--- src/hdl/icc_pkg.sv ---
// constants shared by the input capture channel files
package icc_pkg;
   // ==========================================
   // register map (byte addresses)
   localparam logic [7:0] CTRL_OFS = 8'h00;
   localparam logic [7:0] BUF_OFS  = 8'h04;
   localparam int         ADR_W    = 8;
   localparam int         DAT_W    = 32;
   localparam int         TMR_W    = 16;

   // ==========================================
   // control register fields
   localparam int BIT_ON    = 15;
   localparam int BIT_FRZ   = 14;
   localparam int BIT_STOP_IN_IDLE  = 13;
   localparam int BIT_FEDGE = 9;
   localparam int BIT_C32   = 8;
   localparam int BIT_TMR   = 7;
   localparam int BIT_ICI_H = 6;
   localparam int BIT_ICI_L = 5;
   localparam int BIT_OV    = 4;
   localparam int BIT_BNE   = 3;
   localparam int BIT_ICM_H = 2;
   localparam int BIT_ICM_L = 0;

   // writable bits of the control register, reset value
   localparam logic [31:0] CTRL_WMASK = 32'h0000_e3e7;
   localparam logic [31:0] CTRL_RST   = 32'h0000_0000;

   // ==========================================
   // capture mode field encodings
   localparam logic [2:0] MODE_OFF   = 3'h0;
   localparam logic [2:0] MODE_EDGE  = 3'h1;
   localparam logic [2:0] MODE_FALL  = 3'h2;
   localparam logic [2:0] MODE_RISE  = 3'h3;
   localparam logic [2:0] MODE_PRE4  = 3'h4;
   localparam logic [2:0] MODE_PRE16 = 3'h5;
   localparam logic [2:0] MODE_EVERY = 3'h6;
   localparam logic [2:0] MODE_WAKE  = 3'h7;

   // ==========================================
   // prescaler terminal counts (edges minus one)
   localparam logic [3:0] PRE4_LAST  = 4'h3;
   localparam logic [3:0] PRE16_LAST = 4'hf;
endpackage : icc_pkg

--- src/hdl/icc_edge_sync.sv ---
// three-stage input synchroniser with rise and fall detection
`timescale 1ns/1ps
module icc_edge_sync (
   // clock and reset
   input  wire logic clk_i,
   input  wire logic rst_i,
   // asynchronous pin
   input  wire logic pin_i,
   // synchronised edges
   output logic      rise_o,
   output logic      fall_o
);
   logic s1_reg;
   logic s2_reg;
   logic s3_reg;
   logic lvl_reg;
   wire  agree;

   // a change counts once stages two and three agree
   assign agree  = (s2_reg == s3_reg);
   assign rise_o = agree & s3_reg & ~lvl_reg;
   assign fall_o = agree & ~s3_reg & lvl_reg;

   // shift chain; first stage feeds only the second
   always_ff @(posedge clk_i) begin
      if (rst_i) begin
         s1_reg  <= 1'b0;
         s2_reg  <= 1'b0;
         s3_reg  <= 1'b0;
         lvl_reg <= 1'b0;
      end else begin
         s1_reg <= pin_i;
         s2_reg <= s1_reg;
         s3_reg <= s2_reg;
         if (agree) begin
            lvl_reg <= s3_reg;
         end
      end
   end
endmodule : icc_edge_sync

--- src/hdl/icc_channel.sv ---
// input capture channel with four-entry capture queue and wishbone slave
//
// Summary of operation
// - timer select: 0 third timer, 1 second
// - wide bit captures paired 32-bit count
// - mode 011 captures every rising edge
// - mode 010 captures every falling edge
// - mode 110 every edge, first per polarity
// - simple modes bypass the prescaler
// - input synchronised; count latched after delay
// - interrupt after one to four captures
// - modes 100/101 capture every 4th/16th rise
// - mode change keeps prescaler count
// - mode 001 captures both edges, no prescaler
// - edge detect leaves overflow flag alone
// - edge detect interrupts on every capture
// - mode 111 in sleep: rise interrupts
// - interrupt-only mode never touches buffer
// - wake interrupt drops on leaving sleep
// - wake mode ignores select, count, prescaler
// - not-empty flag shows unread captures
// - overflow flag set on capture overflow
// - mode 000 disables capturing
// - buffer read returns captured count
//
// Chosen here: register access over Wishbone and the register addresses.
`timescale 1ns/1ps
module icc_channel #(
   parameter int DEPTH = 4
) (
   // clock and reset
   input  wire logic                       clk_i,
   input  wire logic                       rst_i,
   // wishbone slave
   input  wire logic                       wb_cyc_i,
   input  wire logic                       wb_stb_i,
   input  wire logic                       wb_we_i,
   input  wire logic [icc_pkg::ADR_W-1:0]  wb_adr_i,
   input  wire logic [3:0]                 wb_sel_i,
   input  wire logic [icc_pkg::DAT_W-1:0]  wb_dat_i,
   output logic      [icc_pkg::DAT_W-1:0]  wb_dat_o,
   output logic                            wb_ack_o,
   // capture pin and time bases
   input  wire logic                       capture_in_i,
   input  wire logic [icc_pkg::TMR_W-1:0]  second_timer_i,
   input  wire logic [icc_pkg::TMR_W-1:0]  third_timer_i,
   // device power and debug state
   input  wire logic                       low_power_i,
   input  wire logic                       idle_i,
   input  wire logic                       debug_i,
   // capture interrupt event
   output logic                            irq_o
);
   localparam int PW = $clog2(DEPTH);

   // ==========================================
   // declarations
   logic [icc_pkg::DAT_W-1:0] ctrl_reg;
   logic [icc_pkg::DAT_W-1:0] ctrl_next;
   logic [icc_pkg::DAT_W-1:0] fifo_reg [DEPTH];
   logic [PW-1:0]             rd_ptr_reg;
   logic [PW-1:0]             wr_ptr_reg;
   logic [PW:0]               cnt_reg;
   logic                      ov_reg;
   logic [3:0]                pre_reg;
   logic [1:0]                ici_cnt_reg;
   logic                      first_done_reg;
   logic [2:0]                mode_last_reg;
   logic                      irq_reg;
   logic                      ack_reg;
   logic [icc_pkg::DAT_W-1:0] dat_reg;
   logic                      rise;
   logic                      fall;

   // ==========================================
   // synchroniser for the capture pin
   icc_edge_sync u_sync (
      .clk_i  (clk_i),
      .rst_i  (rst_i),
      .pin_i  (capture_in_i),
      .rise_o (rise),
      .fall_o (fall)
   );

   // ==========================================
   // control field decode
   wire       on_bit  = ctrl_reg[icc_pkg::BIT_ON];
   wire       frz_bit = ctrl_reg[icc_pkg::BIT_FRZ];
   wire       stop_in_idle    = ctrl_reg[icc_pkg::BIT_STOP_IN_IDLE];
   wire       fedge   = ctrl_reg[icc_pkg::BIT_FEDGE];
   wire       c32     = ctrl_reg[icc_pkg::BIT_C32];
   wire       tsel    = ctrl_reg[icc_pkg::BIT_TMR];
   wire [1:0] captures_per_interrupt     = ctrl_reg[icc_pkg::BIT_ICI_H:icc_pkg::BIT_ICI_L];
   wire [2:0] mode    = ctrl_reg[icc_pkg::BIT_ICM_H:icc_pkg::BIT_ICM_L];

   // module halted by freeze in debug or stop in idle
   wire halted = (frz_bit & debug_i) | (stop_in_idle & idle_i);
   wire run    = on_bit & ~halted;

   // mode decode
   wire m_edge  = (mode == icc_pkg::MODE_EDGE);
   wire m_fall  = (mode == icc_pkg::MODE_FALL);
   wire m_rise  = (mode == icc_pkg::MODE_RISE);
   wire m_pre4  = (mode == icc_pkg::MODE_PRE4);
   wire m_pre16 = (mode == icc_pkg::MODE_PRE16);
   wire m_every = (mode == icc_pkg::MODE_EVERY);
   wire m_wake  = (mode == icc_pkg::MODE_WAKE);
   wire m_pre   = m_pre4 | m_pre16;

   // ==========================================
   // capture source selection
   wire [icc_pkg::TMR_W-1:0] tmr16 = tsel ? second_timer_i : third_timer_i;
   wire [icc_pkg::DAT_W-1:0] tval  = c32 ? {third_timer_i, second_timer_i}
                                         : {{icc_pkg::TMR_W{1'b0}}, tmr16};

   // ==========================================
   // capture triggers per mode
   wire [3:0] pre_last = m_pre16 ? icc_pkg::PRE16_LAST : icc_pkg::PRE4_LAST;
   wire pre_hit  = m_pre & rise & (pre_reg >= pre_last);
   wire first_ok = fedge ? rise : fall;
   wire every_hit = m_every & (first_done_reg ? (rise | fall) : first_ok);
   // simple and edge modes take edges directly, prescaler bypassed
   wire simple_hit = (m_rise & rise)
                   | (m_fall & fall)
                   | (m_edge & (rise | fall))
                   | every_hit;
   // mode 000 and wake mode never capture
   wire cap = run & (simple_hit | pre_hit);

   // ==========================================
   // queue status and bus decode
   wire full   = (cnt_reg == (PW + 1)'(DEPTH));
   wire empty  = (cnt_reg == '0);
   wire push   = cap & ~full;
   wire ovf    = cap & full & ~m_edge;
   wire req    = wb_cyc_i & wb_stb_i & ~ack_reg;
   wire hit_c  = (wb_adr_i == icc_pkg::CTRL_OFS);
   wire hit_b  = (wb_adr_i == icc_pkg::BUF_OFS);
   wire wr_c   = req & wb_we_i & hit_c;
   wire pop    = req & ~wb_we_i & hit_b & ~empty;

   // byte-enabled write mask restricted to writable bits
   wire [31:0] be_mask = {{8{wb_sel_i[3]}}, {8{wb_sel_i[2]}},
                          {8{wb_sel_i[1]}}, {8{wb_sel_i[0]}}} & icc_pkg::CTRL_WMASK;

   // control register read view with live status bits
   wire [31:0] ctrl_view = (ctrl_reg & icc_pkg::CTRL_WMASK)
                         | ({31'h0000_0000, ov_reg} << icc_pkg::BIT_OV)
                         | ({31'h0000_0000, ~empty} << icc_pkg::BIT_BNE);

   // read data mux; unmapped addresses read zero
   wire [31:0] rd_mux = hit_c ? ctrl_view
                      : (hit_b & ~empty) ? fifo_reg[rd_ptr_reg]
                      : 32'h0000_0000;

   // interrupt event: every capture in edge mode, else per count
   wire ici_done = (ici_cnt_reg == captures_per_interrupt);
   wire cap_irq  = cap & (m_edge | ici_done);
   // wake interrupt only while the device sleeps (low_power_i), not in idle
   wire wake_hit = on_bit & m_wake & low_power_i & rise;

   // ==========================================
   // control register next value
   always_comb begin
      ctrl_next = ctrl_reg;
      if (wr_c) begin
         ctrl_next = (ctrl_reg & ~be_mask) | (wb_dat_i & be_mask);
      end
   end

   // control register and bus answer
   always_ff @(posedge clk_i) begin
      if (rst_i) begin
         ctrl_reg <= icc_pkg::CTRL_RST;
         ack_reg  <= 1'b0;
         dat_reg  <= 32'h0000_0000;
      end else begin
         ctrl_reg <= ctrl_next;
         ack_reg  <= req;
         if (req & ~wb_we_i) begin
            dat_reg <= rd_mux;
         end
      end
   end

   // ==========================================
   // capture queue storage
   always_ff @(posedge clk_i) begin
      if (rst_i) begin
         for (int i = 0; i < DEPTH; i++) begin
            fifo_reg[i] <= 32'h0000_0000;
         end
      end else if (push) begin
         fifo_reg[wr_ptr_reg] <= tval;
      end
   end

   // queue pointers and fill count; disabling the module flushes it
   always_ff @(posedge clk_i) begin
      if (rst_i || !on_bit) begin
         rd_ptr_reg <= '0;
         wr_ptr_reg <= '0;
         cnt_reg    <= '0;
      end else begin
         if (push) begin
            wr_ptr_reg <= wr_ptr_reg + PW'(1);
         end
         if (pop) begin
            rd_ptr_reg <= rd_ptr_reg + PW'(1);
         end
         if (push && !pop) begin
            cnt_reg <= cnt_reg + (PW + 1)'(1);
         end else if (pop && !push) begin
            cnt_reg <= cnt_reg - (PW + 1)'(1);
         end
      end
   end

   // overflow flag: sticky until the module is disabled
   always_ff @(posedge clk_i) begin
      if (rst_i) begin
         ov_reg <= 1'b0;
      end else if (ovf) begin
         ov_reg <= 1'b1;
      end else if (!on_bit) begin
         ov_reg <= 1'b0;
      end
   end

   // ==========================================
   // prescaler: cleared by disabling or at its terminal count, not by a mode change
   always_ff @(posedge clk_i) begin
      if (rst_i || !on_bit) begin
         pre_reg <= 4'h0;
      end else if (run && m_pre && rise) begin
         if (pre_hit) begin
            pre_reg <= 4'h0;
         end else begin
            pre_reg <= pre_reg + 4'h1;
         end
      end
   end

   // first-edge tracking for every-edge mode; rearms on mode change
   always_ff @(posedge clk_i) begin
      if (rst_i || !on_bit) begin
         first_done_reg <= 1'b0;
         mode_last_reg  <= icc_pkg::MODE_OFF;
      end else begin
         mode_last_reg <= mode;
         if (mode != mode_last_reg) begin
            first_done_reg <= 1'b0;
         end else if (run && every_hit) begin
            first_done_reg <= 1'b1;
         end
      end
   end

   // captures-per-interrupt counter
   always_ff @(posedge clk_i) begin
      if (rst_i || !on_bit) begin
         ici_cnt_reg <= 2'h0;
      end else if (cap && !m_edge) begin
         if (ici_done) begin
            ici_cnt_reg <= 2'h0;
         end else begin
            ici_cnt_reg <= ici_cnt_reg + 2'h1;
         end
      end
   end

   // ==========================================
   // interrupt output: one-cycle event, wake level held during sleep
   always_ff @(posedge clk_i) begin
      if (rst_i) begin
         irq_reg <= 1'b0;
      end else if (cap_irq || wake_hit) begin
         irq_reg <= 1'b1;
      end else if (irq_reg && m_wake && on_bit && low_power_i) begin
         irq_reg <= 1'b1;
      end else begin
         irq_reg <= 1'b0;
      end
   end

   // ==========================================
   // outputs straight from flip-flops
   assign wb_ack_o = ack_reg;
   assign wb_dat_o = dat_reg;
   assign irq_o    = irq_reg;
endmodule : icc_channel

--- config.mk ---
export PLATFORM = sky130hd
export DESIGN_NAME = icc_channel
export DESIGN_NICKNAME = d
export VERILOG_FILES = /design/src/hdl/icc_pkg.sv /design/src/hdl/icc_edge_sync.sv /design/src/hdl/icc_channel.sv
export SDC_FILE = /design/constraint.sdc
export NUM_CORES = 1
export LEC_CHECK = 0
export BUFFER_PORTS_ARGS = -buffer_cell sky130_fd_sc_hd__clkbuf_2
export CAP_MARGIN = 20
export CORE_UTILIZATION = 50
export CTS_CLUSTER_DIAMETER = 120
export DETAILED_ROUTE_END_ITERATION = 8
export GPL_ROUTABILITY_DRIVEN = 1
export MAX_ROUTING_LAYER = met4
export PLACE_DENSITY = 0.75
export SYNTH_ARGS = -nofsm -noshare
export SYNTH_HDL_FRONTEND = slang
export SYNTH_SLANG_ARGS = --single-unit
--- constraint.sdc ---
create_clock -name clk_i -period 3.6 [get_ports clk_i]
set_clock_uncertainty 0.2 [all_clocks]
set_input_delay 0 -clock clk_i [delete_from_list [all_inputs] [get_ports clk_i]]
set_output_delay 0 -clock clk_i [all_outputs]
set_load 0.05 [all_outputs]
==> impl_metrics.py <==
metrics = {
    "run_status": {
        "outcome": "complete, no violations",
    },
    "placement": {
        "gp_congestion": 0.897,
        "hpwl_mm": 13.1,
        "port_buffers": 95,
    },
    "detailed_routing": {
        "post_drt_wl_per_cell_um": 20.0,
        "drc": 0,
        "wl_met3_mm": 2.04,
        "drt_iter0_drc": 636,
        "ant_nets": 0,
        "wl_mm": 21.5,
        "highest_layer": "met4",
        "met2_length_mm": 10.6,
        "viasPerCell": 5.74,
        "m1WireLength_mm": 8.15,
        "vias": 6167,
        "first_pass_iters": 7,
    },
    "yosys": {
        "ys_types": 50,
        "synth_nets": 766,
        "synth.top_cell.area_share_pct": 45.6,
        "synth-edff-count": 128,
        "yosysWarnings": 0,
        "synth_top_cells_by_count": "nor2_1 (178), edfxtp_1 (128), dfxtp_1 (69)",
        "yosysMostFrequentCell": "nor2_1",
        "synth-seq-cells": 197,
        "yosysTopAreaCell": "edfxtp_1",
        "yosysSeqAreaShare_pct": 62.0,
        "synth_cells": 674,
        "synth.area.top_cells": "edfxtp_1 (46%), dfxtp_1 (16%), mux4_2 (8.6%)",
        "ys.flop_type": "edfxtp_1",
        "netlist_area_sq_um": 8420,
        "postSynth.asyncResetShare_pct": 0,
        "avgSynthCellArea_sq_um": 12.5,
    },
    "floorplan": {
        "fp.dieArea_sq_um": 17400,
        "start_util_pct": 51.0,
        "die_w_um": 132,
        "coreArea_sq_um": 16500,
        "io_pins": 119,
        "rows": 47,
        "die_h_um": 132,
    },
    "cts": {
        "post-cts-setup-buffers": 0,
        "cts_tree": "built",
        "cts.clk_slew.worst_paths_ps": 80,
        "cts_buffers": 17,
        "cts_num_sinks": 197,
        "clk_latency_ps": 440,
        "clock-root-buffer": "clkbuf_16",
        "clockBufferDepth": 2,
        "h-tree-depth": 4,
    },
    "timing": {
        "period_needed_ps": 3290,
        "max_freq_ghz": 0.304,
        "drv_slew": 0,
        "rsz0062_at_grt": "false",
        "max-slew-margin-rel_pct": 41.7,
        "setup_tns_ps": 0,
        "max_slew.worst_pin.slew_ps": 875,
        "hold_violations": 0,
        "finalSetupViolations": 0,
        "post-route-period-util_pct": 91.4,
    },
    "setup_path": {
        "required_ps": 3770,
        "cp_max_fo": 9,
        "cp.arrival_ps": 3460,
        "cp-start-kind": "flip-flop",
        "worstSetupPathType": "flip-flop to flip-flop",
        "critPathCaptureType": "flip-flop",
    },
    "min_path": {
        "hp-class": "input port to flip-flop",
    },
    "cells_and_area": {
        "nFillCells": 1213,
        "fin_nets": 933,
        "area_growth_pct": 23.8,
        "drive_gt1_share_pct": 22.6,
        "insertedDiodeCount": 0,
        "largest_reg_flops": 128,
    },
    "grt": {
        "grt-ovfl-total": 0,
        "grt_max_degree": 58,
        "track_usage_pct": 26.7,
        "grt_pass1_vias": 6434,
        "antenna_found_initial": 0,
        "grt_first_pass_wirelength_mm": 33.9,
    },
    "power_and_ir_drop": {
        "power_uw": 4500,
        "ir_drop_v": 0.000409,
        "leakage_uw": 0.00392,
        "p_per_area_nw_per_um2": 432,
    },
    "flow_run": {
        "cap_viol_max_count": 0,
    },
}
## path summary, 6_finish.rpt
check	start	to	slack, ps	cells past startpoint
min	wb_adr_i[5]	wb_dat_o[8]	70	6
max	flip-flop	cnt_reg[2]	310	13
max reg2reg	flip-flop	cnt_reg[2]	310	13
min reg2reg	wb_dat_o[0]	wb_dat_o[0]	260	2
## repair_timing
action	CTS	global route
hold buffers	73	0
endpoints found under the hold margin	166	0
resized for setup	0	0
## routing by layer
metal	track usage, %	vias to the layer above
li1	-	2768
met1	32.9	2962
met2	43.2	371
met3	5.81	66
met4	10.5	0
met5	-	-
## metrics by stage
| step | setup slack (ps) | instance area (sq um) | hold WS, ps | util [%] | std cells |
|---|---|---|---|---|---|
| 2_1_floorplan | 442 | 8420 | -71.8 | - | 674 |
| 4_1_cts | 329 | 10400 | 56.5 | 63.1 | 1074 |
| 5_1_grt | 85.5 | 10400 | 123 | 63.1 | 1074 |
| 3_3_place_gp | 510 | 9130 | 19.3 | 55.2 | 969 |
| 6_report | 309 | 10400 | 67.0 | 63.1 | 1074 |
| 3_5_place_dp | 349 | 9130 | 21.8 | 55.2 | 969 |
## worst max-delay path: stages, from the launching register on
cell,delay [ps]
dfxtp_1,520
nand3b_1,170
ha_1,320
a21oi_1,230
nand2_1,180
a221o_2,420
nand2_2,80
inv_1,70
ha_1,230
inv_1,80
fa_1,180
xor2_1,90
or3_1,320
a21oi_1,140
## cell usage in the layout (no fill, tap or decap), types with 25 or more instances in the layout
cell / instances
a21oi_1: 25
nand2_1: 48
nor2_1: 177
edfxtp_1: 128
dlygate4sd3_1: 73
dfxtp_1: 68
clkbuf_2: 95
mux4_2: 32
a22oi_1: 31
mux2i_1: 30
## power breakdown
part	internal (uW)	switching, uW	total (uW)
logic	95.2	109	204
clock network	918	904	1820
registers	2460	18.6	2480
## kinds of logic (layout without fill, tap and decap cells)
group	Yosys count	after routing	share of synthesized area, %
buffers and inverters	48	228	2.75
multiplexers	62	62	12.1
AO/OA/AOI/OAI	73	73	5.93
AND/OR/NAND/NOR	276	276	14.9
adder cells (fa/ha/maj)	7	7	1.13
XOR/XNOR	11	11	1.14
flip-flops	197	197	62.0
## area by class of cell
| cell class | instances | area, sq um | share of cell area (%) |
|---|---|---|---|
| sequential | 197 | 5230 | 50.1 |
| multi-input combinational | 429 | 2970 | 28.5 |
| tap | 220 | 275 | 2.64 |
| inverter | 7 | 26.3 | 0.252 |
| clock inverter | 15 | 144 | 1.38 |
| clock buffer | 17 | 425 | 4.08 |
| timing repair buffer | 189 | 1360 | 13.1 |
Note: power is estimated with default switching activity, not from simulation.
